$ cat src/ssfm_pkg.sv
package ssfm_pkg;

  // Timing at 20 MHz
  localparam int unsigned CLK_HZ          = 20_000_000;
  localparam int unsigned RETRACT_LIMIT_S = 7;
  localparam int unsigned RETRACT_CYCLES  = RETRACT_LIMIT_S * CLK_HZ;
  localparam int unsigned FLASH_ON_MS     = 300;
  localparam int unsigned FLASH_OFF_MS    = 300;
  localparam int unsigned FLASH_PAUSE_MS  = 1500;
  localparam int unsigned RUNUP_BLINK_MS  = 250;
  localparam int unsigned FLASH_ON_CYC    = FLASH_ON_MS * (CLK_HZ / 1000);
  localparam int unsigned FLASH_OFF_CYC   = FLASH_OFF_MS * (CLK_HZ / 1000);
  localparam int unsigned FLASH_PAUSE_CYC = FLASH_PAUSE_MS * (CLK_HZ / 1000);
  localparam int unsigned RUNUP_BLINK_CYC = RUNUP_BLINK_MS * (CLK_HZ / 1000);

  localparam int TMR_W  = 28;
  localparam int CODE_W = 3;

  // Fault codes as flashed on the fault lamp
  localparam logic [2:0] CODE_NONE    = 3'h0;
  localparam logic [2:0] CODE_RETRACT = 3'h2;
  localparam logic [2:0] CODE_BOTH_SW = 3'h3;
  localparam logic [2:0] CODE_GUARD   = 3'h4;
  localparam logic [2:0] CODE_CLAMP   = 3'h5;
  localparam logic [2:0] CODE_LOWERED = 3'h6;

  typedef struct packed {
    logic saw_lowered_switch;
    logic saw_raised_switch;
    logic guard_pressure_switch;
    logic clamp_pressure_switch;
    logic clamp_fitted;
    logic pressure_ok;
  } ssfm_sense_s;

  typedef struct packed {
    logic motor_enable;
    logic saw_valve_retract;
    logic guard_valve_hold;
    logic clamp_valve_hold;
  } ssfm_act_s;

  typedef enum logic [1:0] {FL_IDLE, FL_ON, FL_OFF, FL_PAUSE} ssfm_flash_e;

endpackage

$ cat src/saw_safety_fault_monitor.sv
`timescale 1ns/1ps
// How it works
// - Retract not done within 7 s: motor off, retract, hold, code two
// - Lowered and raised switches both on: fault, code three
// - Guard pressure switch opens while cutting: fault, code four
// - Fitted clamp pressure switch opens while cutting: fault, code five
// - Clamp pressure faults: motor off, saw retracts, others hold
// - Lowered switch opens with raise coil off: fault, code six
// - Latched fault code flashes repeatedly on the fault lamp
// - Any latched fault inhibits starting the saw drive
// - Off button or power cycle clears a latched monitoring fault
// - Air supply fault lights the pressure lamp-button steadily
// - Low pressure stops motor, retracts saw, holds other cylinders
// - Pressure fault held until pressure back and button pressed
// - Button lamp flashes during run-up, two-hand off; steady after
module saw_safety_fault_monitor
  import ssfm_pkg::*;
#(
  parameter int unsigned RETRACT_CYC = RETRACT_CYCLES,
  parameter int unsigned ON_CYC      = FLASH_ON_CYC,
  parameter int unsigned OFF_CYC     = FLASH_OFF_CYC,
  parameter int unsigned PAUSE_CYC   = FLASH_PAUSE_CYC,
  parameter int unsigned BLINK_CYC   = RUNUP_BLINK_CYC
) (
  // Clock and reset
  input  wire logic        ref_clk,
  input  wire logic        rstn,
  // Machine sensing
  input  wire ssfm_sense_s sense,
  input  wire logic        saw_raise_coil,
  input  wire logic        cutting,
  input  wire logic        retracting,
  // Operator controls
  input  wire logic        start_request,
  input  wire logic        off_button,
  input  wire logic        pressure_ack_button,
  input  wire logic        motor_run_up_done,
  // Actuation
  output ssfm_act_s        act,
  output logic             drive_start_allow,
  output logic             two_hand_enable,
  // Lamps
  output logic             fault_signal_lamp,
  output logic             pressure_ack_lamp_button,
  output logic             double_button_lamp,
  // Status
  output logic [CODE_W-1:0] fault_code,
  output logic             pressure_fault
);

  //////////////////////////////////////////////////////////////////////////////

  logic [CODE_W-1:0] code_reg;
  logic [CODE_W-1:0] code_next;
  logic              pfault_reg;
  logic              pfault_next;
  logic              lowered_q_reg;
  logic              lowered_q_next;
  logic              retract_late;
  logic [CODE_W-1:0] detect;
  logic              stop_all;
  logic [TMR_W-1:0]  blink_reg;
  logic [TMR_W-1:0]  blink_next;
  logic              blink_ph_reg;
  logic              blink_ph_next;

  localparam logic [TMR_W-1:0] RETRACT_T = TMR_W'(RETRACT_CYC);
  localparam logic [TMR_W-1:0] BLINK_T   = TMR_W'(BLINK_CYC - 1);

  // Retract watchdog
  ssfm_timer u_retract_tmr (
    .ref_clk (ref_clk),
    .rstn    (rstn),
    .run     (retracting && sense.saw_lowered_switch == 1'b0),
    .limit   (RETRACT_T),
    .expired (retract_late)
  );

  // Priority only decides same-cycle ties; first detected is latched
  function automatic logic [CODE_W-1:0] classify(
    input ssfm_sense_s s,
    input logic        late,
    input logic        cut,
    input logic        coil,
    input logic        low_q
  );
    logic [CODE_W-1:0] c;
    c = CODE_NONE;
    if (low_q && !s.saw_lowered_switch && !coil) begin
      c = CODE_LOWERED;
    end
    if (cut && s.clamp_fitted && !s.clamp_pressure_switch) begin
      c = CODE_CLAMP;
    end
    if (cut && !s.guard_pressure_switch) begin
      c = CODE_GUARD;
    end
    if (s.saw_lowered_switch && s.saw_raised_switch) begin
      c = CODE_BOTH_SW;
    end
    if (late) begin
      c = CODE_RETRACT;
    end
    return c;
  endfunction

  assign detect = classify(sense, retract_late, cutting, saw_raise_coil,
                           lowered_q_reg);

  //////////////////////////////////////////////////////////////////////////////

  always_comb begin
    code_next      = code_reg;
    pfault_next    = pfault_reg;
    lowered_q_next = sense.saw_lowered_switch;
    if (code_reg == CODE_NONE) begin
      code_next = detect;
    end else if (off_button) begin
      code_next = detect;
    end
    if (!sense.pressure_ok) begin
      pfault_next = 1'b1;
    end else if (pfault_reg && pressure_ack_button) begin
      pfault_next = 1'b0;
    end
  end

  always_ff @(posedge ref_clk) begin
    if (!rstn) begin
      code_reg      <= CODE_NONE;
      pfault_reg    <= 1'b0;
      lowered_q_reg <= 1'b0;
    end else begin
      code_reg      <= code_next;
      pfault_reg    <= pfault_next;
      lowered_q_reg <= lowered_q_next;
    end
  end

  //////////////////////////////////////////////////////////////////////////////

  // Run-up blink for the double push button
  always_comb begin
    blink_next    = blink_reg + 1'b1;
    blink_ph_next = blink_ph_reg;
    if (motor_run_up_done) begin
      blink_next    = '0;
      blink_ph_next = 1'b1;
    end else if (blink_reg >= BLINK_T) begin
      blink_next    = '0;
      blink_ph_next = !blink_ph_reg;
    end
  end

  always_ff @(posedge ref_clk) begin
    if (!rstn) begin
      blink_reg    <= '0;
      blink_ph_reg <= 1'b0;
    end else begin
      blink_reg    <= blink_next;
      blink_ph_reg <= blink_ph_next;
    end
  end

  assign double_button_lamp = blink_ph_reg;
  assign two_hand_enable    = motor_run_up_done && !stop_all;

  //////////////////////////////////////////////////////////////////////////////

  ssfm_flasher #(
    .ON_CYC    (ON_CYC),
    .OFF_CYC   (OFF_CYC),
    .PAUSE_CYC (PAUSE_CYC)
  ) u_flash (
    .ref_clk (ref_clk),
    .rstn    (rstn),
    .code    (code_reg),
    .lamp    (fault_signal_lamp)
  );

  assign stop_all = (code_reg != CODE_NONE) || pfault_reg;

  // Motor off, saw retracts, other cylinders hold on any fault
  assign act.motor_enable      = !stop_all;
  assign act.saw_valve_retract = stop_all;
  assign act.guard_valve_hold  = stop_all;
  assign act.clamp_valve_hold  = stop_all;
  assign drive_start_allow     = start_request && !stop_all;

  assign pressure_ack_lamp_button = pfault_reg;
  assign fault_code               = code_reg;
  assign pressure_fault           = pfault_reg;

  //////////////////////////////////////////////////////////////////////////////

  // Fault conditions seen from the inputs, for the checks below
  logic             guard_cond;
  logic             clamp_cond;
  logic             both_cond;
  logic [TMR_W-1:0] lit_run_reg;
  logic [TMR_W-1:0] lit_run_next;

  localparam logic [TMR_W-1:0] ON_LEN = TMR_W'(ON_CYC);

  assign guard_cond = cutting && !sense.guard_pressure_switch;
  assign clamp_cond = cutting && sense.clamp_fitted &&
                      !sense.clamp_pressure_switch;
  assign both_cond  = sense.saw_lowered_switch && sense.saw_raised_switch;

  // Length of the current fault lamp pulse
  always_comb begin
    lit_run_next = '0;
    if (fault_signal_lamp) begin
      lit_run_next = lit_run_reg + 1'b1;
    end
  end

  always_ff @(posedge ref_clk) begin
    if (!rstn) begin
      lit_run_reg <= '0;
    end else begin
      lit_run_reg <= lit_run_next;
    end
  end
endmodule

$ cat src/ssfm_flasher.sv
`timescale 1ns/1ps
module ssfm_flasher
  import ssfm_pkg::*;
#(
  parameter int unsigned ON_CYC    = FLASH_ON_CYC,
  parameter int unsigned OFF_CYC   = FLASH_OFF_CYC,
  parameter int unsigned PAUSE_CYC = FLASH_PAUSE_CYC
) (
  // Clock and reset
  input  wire logic              ref_clk,
  input  wire logic              rstn,
  // Code to show, zero for none
  input  wire logic [CODE_W-1:0] code,
  // Lamp drive
  output logic                   lamp
);

  ssfm_flash_e       st_reg;
  ssfm_flash_e       st_next;
  logic [TMR_W-1:0]  tmr_reg;
  logic [TMR_W-1:0]  tmr_next;
  logic [CODE_W-1:0] cnt_reg;
  logic [CODE_W-1:0] cnt_next;
  logic              lamp_reg;
  logic              lamp_next;

  localparam logic [TMR_W-1:0] ON_T    = TMR_W'(ON_CYC - 1);
  localparam logic [TMR_W-1:0] OFF_T   = TMR_W'(OFF_CYC - 1);
  localparam logic [TMR_W-1:0] PAUSE_T = TMR_W'(PAUSE_CYC - 1);

  always_comb begin
    st_next   = st_reg;
    tmr_next  = tmr_reg + 1'b1;
    cnt_next  = cnt_reg;
    unique case (st_reg)
      FL_IDLE: begin
        tmr_next = '0;
        cnt_next = '0;
        if (code != CODE_NONE) begin
          st_next = FL_ON;
        end
      end
      FL_ON: begin
        if (tmr_reg >= ON_T) begin
          tmr_next = '0;
          cnt_next = cnt_reg + 1'b1;
          st_next  = (cnt_reg + 1'b1 >= code) ? FL_PAUSE : FL_OFF;
        end
      end
      FL_OFF: begin
        if (tmr_reg >= OFF_T) begin
          tmr_next = '0;
          st_next  = FL_ON;
        end
      end
      FL_PAUSE: begin
        if (tmr_reg >= PAUSE_T) begin
          tmr_next = '0;
          cnt_next = '0;
          st_next  = (code != CODE_NONE) ? FL_ON : FL_IDLE;
        end
      end
    endcase
    if (code == CODE_NONE) begin
      st_next = FL_IDLE;
    end
    lamp_next = (st_next == FL_ON);
  end

  always_ff @(posedge ref_clk) begin
    if (!rstn) begin
      st_reg   <= FL_IDLE;
      tmr_reg  <= '0;
      cnt_reg  <= '0;
      lamp_reg <= 1'b0;
    end else begin
      st_reg   <= st_next;
      tmr_reg  <= tmr_next;
      cnt_reg  <= cnt_next;
      lamp_reg <= lamp_next;
    end
  end

  assign lamp = lamp_reg;

endmodule

$ cat src/ssfm_timer.sv
`timescale 1ns/1ps
module ssfm_timer
  import ssfm_pkg::*;
(
  // Clock and reset
  input  wire logic             ref_clk,
  input  wire logic             rstn,
  // Control
  input  wire logic             run,
  input  wire logic [TMR_W-1:0] limit,
  // Status
  output logic                  expired
);

  logic [TMR_W-1:0] cnt_reg;
  logic [TMR_W-1:0] cnt_next;

  always_comb begin
    cnt_next = cnt_reg;
    if (!run) begin
      cnt_next = '0;
    end else if (cnt_reg < limit) begin
      cnt_next = cnt_reg + 1'b1;
    end
  end

  always_ff @(posedge ref_clk) begin
    if (!rstn) begin
      cnt_reg <= '0;
    end else begin
      cnt_reg <= cnt_next;
    end
  end

  assign expired = run && (cnt_reg >= limit);

endmodule

$ cat config.mk
export PLATFORM = sky130hd
export DESIGN_NAME = saw_safety_fault_monitor
export DESIGN_NICKNAME = d
export VERILOG_FILES = /design/src/ssfm_pkg.sv /design/src/saw_safety_fault_monitor.sv /design/src/ssfm_flasher.sv /design/src/ssfm_timer.sv
export SDC_FILE = /design/constraint.sdc
export NUM_CORES = 1
export LEC_CHECK = 0
export BUFFER_PORTS_ARGS = -buffer_cell sky130_fd_sc_hd__buf_2
export CORE_ASPECT_RATIO = 1.75
export CORE_MARGIN = 5
export CORE_UTILIZATION = 45
export DETAILED_ROUTE_END_ITERATION = 10
export SYNTH_ARGS = -nofsm -noshare
export SYNTH_HDL_FRONTEND = slang
export SYNTH_SLANG_ARGS = --single-unit
$ cat constraint.sdc
create_clock -name ref_clk -period 2.1 [get_ports ref_clk]
set_input_delay 0.42 -clock ref_clk [delete_from_list [all_inputs] [get_ports ref_clk]]
set_output_delay 0.42 -clock ref_clk [all_outputs]
set_load 0.01 [all_outputs]
== Word-level counts from Yosys, hierarchy flattened ==
Index checks and enable logic that the tools add are counted.
Widths: inputs -> output; s select.

* Register bits: 96
* Input bits: 15

* Add/sub/neg operators: 4
* Order comparisons: 6
* Equal/unequal tests: 7
* Multiplexer cells: 25
* Bitwise logic cells: 2
* Reductions and logical operators: 28

{| class="wikitable"
|+ Operator list
! operator !! count
|-
| $add 28x1->28 const B || 3
|-
| $pmux 28 s3 || 1
|-
| $ge 28x23->1 const B || 2
|-
| $mux 28 || 2
|-
| $ge 28x25->1 const B || 1
|-
| $ge 28x28->1 const B || 1
|-
| $lt 28x28->1 const B || 1
|-
| $mux 3 || 9
|-
| $logic_and 1x1->1 || 11
|-
| $mux 2 || 5
|-
| $pmux 3 s3 || 1
|-
| $pmux 2 s4 || 1
|-
| $logic_not 1->1 || 6
|-
| $mux 1 || 6
|-
| $ne 2x1->1 const B || 3
|-
| $reduce_bool 3->1 || 2
|-
| $eq 2x1->1 const B || 2
|-
| $eq 2x2->1 const B || 2
|-
| $reduce_bool 2->1 || 2
|-
| $add 3x1->3 const B || 1
|-
| $ge 3x3->1 || 1
|-
| $logic_not 3->1 || 1
|-
| $reduce_and 3->1 || 1
|-
| $reduce_or 3->1 || 1
|-
| other kinds (5) || 6
|}

== Longest topological paths before layout ==
* Word-level depth: 10
* Mapped depth: 9

== By module ==
From an unflattened synthesis, not the netlist that was laid out.

* Cell total of the unflattened synthesis: 649
* Area, all modules: 5,635.4 sq um

{| class="wikitable"
|+ Modules (own cells, without submodules)
! module !! instances !! cells an instance !! area each (sq um)
|-
| ssfm_timer || 1 || 264 || 2,053.2
|-
| ssfm_flasher || 1 || 204 || 1,951.9
|-
| saw_safety_fault_monitor || 1 || 181 || 1,630.3
|}

== Least setup slack after synthesis ==
OpenSTA, ideal clock, no wires.

* Path type: register -> register
* Start: reg u_flash.tmr_reg[12]
* End: reg u_flash.cnt_reg[2]
* Setup time: 0.117 ns
* Arrival time: 1.951 ns
* Setup slack: 0.031 ns
* Cell stages (with the launch flop): 7
* Path buffers: 0
* Cells stage by stage: dfxtp_1 or4_4 nor4_4 a21boi_2 a221oi_4 o21ai_1 a32o_1

* Longest elaborated chain between the ends: 3

{| class="wikitable"
|+ RTL lines
! what !! RTL line !! RTL
|-
| from (decl) || ssfm_flasher.sv:20 || <nowiki>logic [TMR_W-1:0] tmr_reg;</nowiki>
|-
| from (signal assigned) || ssfm_flasher.sv:78 || <nowiki>tmr_reg <= tmr_next;</nowiki>
|-
| $ge 28x25->1 or $ge 28x23->1 (tied branches) || ssfm_flasher.sv:57, ssfm_flasher.sv:44 ||
|-
| $ne 2x1->1 (no line) || n/a ||
|-
| $reduce_and 3->1 (no line) * || n/a ||
|-
| to (signal assigned) || ssfm_flasher.sv:79 || <nowiki>cnt_reg <= cnt_next;</nowiki>
|-
| to (decl) || ssfm_flasher.sv:22 || <nowiki>logic [CODE_W-1:0] cnt_reg;</nowiki>
|}

Mark *: on every way between the ends. The rest lies on a longest branch, timed or not.
A chain may end at the register's enable or synchronous reset.

== Worst setup path after layout ==
* Start: reg u_flash.tmr_reg[23]
* End: reg u_flash.lamp_reg, in the netlist u_flash.lamp

* Longest elaborated chain between the ends: 5

{| class="wikitable"
|+ RTL lines
! what !! RTL line !! RTL
|-
| $ge 28x25->1 or $ge 28x23->1 (tied branches) || ssfm_flasher.sv:57, ssfm_flasher.sv:44, ssfm_flasher.sv:51 ||
|-
| $mux 2 (on tied branches) || ssfm_flasher.sv:57, ssfm_flasher.sv:44, ssfm_flasher.sv:51 ||
|-
| $pmux 2 s4 * || ssfm_flasher.sv:35 || <nowiki>unique case (st_reg)</nowiki>
|-
| $mux 2 * || ssfm_flasher.sv:64 || <nowiki>if (code == CODE_NONE) begin</nowiki>
|-
| $eq 2x1->1 * || ssfm_flasher.sv:67 || <nowiki>lamp_next = (st_next == FL_ON);</nowiki>
|-
| to (signal assigned) || ssfm_flasher.sv:80 || <nowiki>lamp_reg <= lamp_next;</nowiki>
|-
| to (decl) || ssfm_flasher.sv:24 || <nowiki>logic lamp_reg;</nowiki>
|}

Marked as above.

==> parameters.txt <==
Parameter                              Value

Setup path
  Cell depth of the worst setup path    7
  Startpoint types    flop
  Slowest library cell on the worst path    or4b_4
  Number of buffer and inverter instances along the worst setup path    1
  Data required time of the worst path    between 2 and 2.5 ns
  Cell Chain, Critical Path    or4b_4 > nor4_4 > a21oi_4 > buf_4 > a22oi_1 > a2bb2oi_1 > o2111a_1
  Critical register-to-register path startpoint    u_flash.tmr_reg[23]
  Longest individual stage delay on the worst path    0.54 ns
  Worst setup startpoint    u_flash.tmr_reg[23]
  Worst endpoint data arrival time    approximately 2.3 ns
  Worst Setup Path Type    flop to flop
  Endpoint of the lowest-slack register-to-register path    u_flash.lamp
  R2r setup slk    0.07 ns
  Worst setup EP type    flop
  Worst Reg-to-Reg Cells    7
  Crit path max fanout    3
  Kind of cell adding the most delay to the critical path    simple AND/OR/NAND/NOR gates
  End of the critical path    u_flash.lamp

Placement
  Placed inst area    4980 sq um
  Placed cell count    689
  Total half-perimeter wirelength after legalization and detailed placement    slightly above 7000 um
  Quantity of I/O buffers inserted on ports    27
  Global placement routability congestion    ~0.82

Synthesis
  Proportion of netlist area held by the largest area contributor    approximately 42%
  Number of synthesized flops with an enable pin    0
  Post-Synthesis Cell Area    4560 sq um
  Most used flip-flop cell after synthesis    dfxtp_1
  Number of different library cells in the post-synthesis netlist    59
  Count of warnings emitted by yosys    0
  Post-synthesis instance total    roughly 530
  Cell taking the most area after synthesis    dfxtp_1
  Number of synthesized register bits    96
  Share of flip-flops with an asynchronous set or reset after synthesis    0%
  Top area cells in the synthesized netlist    dfxtp_1, nor2_1, xor2_1, xnor2_1, ha_1
  Seq/Total Area, Yosys    approximately 42%
  Post-Synthesis Mean Instance Area    around 8.7 sq um

Power and ir drop
  Total design power    approximately 3.7 mW
  Static Leakage    1.87 nW
  P per Cell Area    approximately 700 nW/um^2
  Worst vdd rail ir drop    ~0.42 mV

GRT
  Total global-route track usage    between 15 and 20%
  Largest net degree at the start of global routing    25
  Vias in the first global route    ~3800
  Initial antenna violation count    0
  Global-route wire length before repair    16500 um
  Global-route congestion overflow total    0

STA
  Final setup vio count    0
  Hold violation total from the final report    0
  Final Slew Violations    0
  Clk_skew    0.00718 ns
  Max frequency    about 490 MHz
  Final worst-path cycle share    a little over nine tenths
  Setup repair after global routing missed its margin    yes
  Fin Setup TNS    0 ns
  Post-route minimum period    approximately 2.0 ns

Route
  Initial DRT Pass Iterations    4
  Detailed-route wire length per cell    ~13 um
  Routed WL    9450 um
  DR vias/cell    between 5 and 6
  Detailed router's first-iteration violation count    92
  Remaining antenna violation count after routing    0
  Count of unresolved DRC violations after routing    0
  Via count    3728

Clocking
  Clock-pin slew reported for the worst setup and hold paths after clock tree synthesis    about 0.070 ns
  Num Clock Sinks    between 90 and 100
  Number of hold buffers added after CTS    0
  H-tree Lvls    3
  Clock tree from TritonCTS    built
  CTS buffer count    9
  Maximum root-to-sink buffer count    2
  Root buffer selected by CTS    clkbuf_16
  Post-CTS setup buffers    0
  Clock insertion delay at the later pin of the skew report    0.34 ns

Layout
  # nets final    603
  Number of fill cells    approximately 940
  Synth-to-layout area growth    17.3%
  Post-route design area    between 5000 and 6000 sq um
  Share of cells above drive strength 1    approximately 15%
  Most frequent cells in the layout    nor2_1, dfxtp_1, xor2_1
  Footprint of the multi-input gates    2560 sq um
  Ant diodes    0
  FF/Latch Area    a little under 2000 sq um
  Most common cell after layout, fill and taps aside    nor2_1
  Final non-filler cell total    ~700

Die
  Die area    around 12000 sq um
  Die span in x    86.1 um
  Total number of placement rows    48
  Initial standard-cell utilization of the core    about 46%
  IO Pins    28
  Placeable core region    9910 sq um
  Chip height    between 100 and 150 um

Outcome
  Result of the run    finished clean

Flow run
  # Max-Cap Violations    0

Worst hold path
  Hold-critical path depth    2
  Path type of the worst min-delay path    input pin to flop
## per-layer routing
metal / up-vias / part of all wire [%] / track usage [%]
met5: - / 0 / 0
met4: 0 / 3.9 / 9.92
met3: 25 / 2.3 / 3.06
met2: 50 / 51 / 29.1
met1: 1750 / 43 / 18.1
li1: 1903 / - / -
## worst reg2reg max path, cell delays in order, from the launching register on
cell	delay (ns)
dfxtp_1	0.31
or4b_4	0.54
nor4_4	0.28
a21oi_4	0.11
buf_4	0.16
a22oi_1	0.16
a2bb2oi_1	0.22
o2111a_1	0.20
## power by group
group	leakage, nW	switching [mW]	total [mW]	internal [mW]
clock	0.141	0.699	1.66	0.957
combinational	0.950	0.111	0.196	0.0852
sequential	0.779	0.0194	1.86	1.85
## area by class of cell
type / instances / share of cell area (%)
Inverter: 17 / 1.19
Clock buffer: 10 / 4.47
Clock inverter: 6 / 1.24
Tap cell: 125 / 2.93
Multi-Input combinational cell: 399 / 47.9
Sequential cell: 96 / 36.0
Timing Repair Buffer: 52 / 6.27
## kinds of logic after synthesis
group	Yosys count	share of synthesized area, %
AOI/OAI and AO/OA	80	13.1
and+or+nand+nor	234	25.0
adders and majority gates	13	3.57
other	1	0.0823
muxes	4	0.878
DFF	96	42.2
xor gates and xnor gates	60	11.5
buffers and inverters	37	3.60
## repair_timing
action                                  in CTS  in global routing
cloned                                       0                  0
pin swaps                                    0                  3
gates resized for setup                      1                 11
endpoints found under the setup margin       2                 32
## worst min path at each step
stage	slack [ns]	endpoint	start
finish	0.24	pressure_ack_lamp_button	sense[0]
global route	0.24	pressure_ack_lamp_button	sense[0]
CTS	0.23	pressure_ack_lamp_button	sense[0]
detailed placement	0.45	u_flash.tmr_reg[0]	u_flash.tmr_reg[0]
global placement	0.44	u_flash.tmr_reg[0]	u_flash.tmr_reg[0]
floorplan	0.43	u_flash.tmr_reg[0]	u_flash.tmr_reg[0]
## through the flow
step                      worst slack, ns  utilization, %  hold slack [ns]
after floorplan                    0.0312               -            0.426
after global placement             0.0250            50.2            0.438
after detailed placement          0.00154            50.2            0.452
after CTS                        0.000440            53.3            0.229
after global routing              -0.0208            54.0            0.244
final                              0.0671            54.0            0.240
## Yosys cell counts, drive strengths merged, types with 8 or more instances
cell      n
a21oi    13
and3      8
buf       8
clkbuf   12
dfxtp    96
ha       13
inv      17
nand2    32
nand3    23
nand4    13
nor2    101
nor3     12
o211ai   12
o21ai    17
or3      10
xnor2    24
xor2     36
Note: power is estimated with default switching activity, not from simulation.
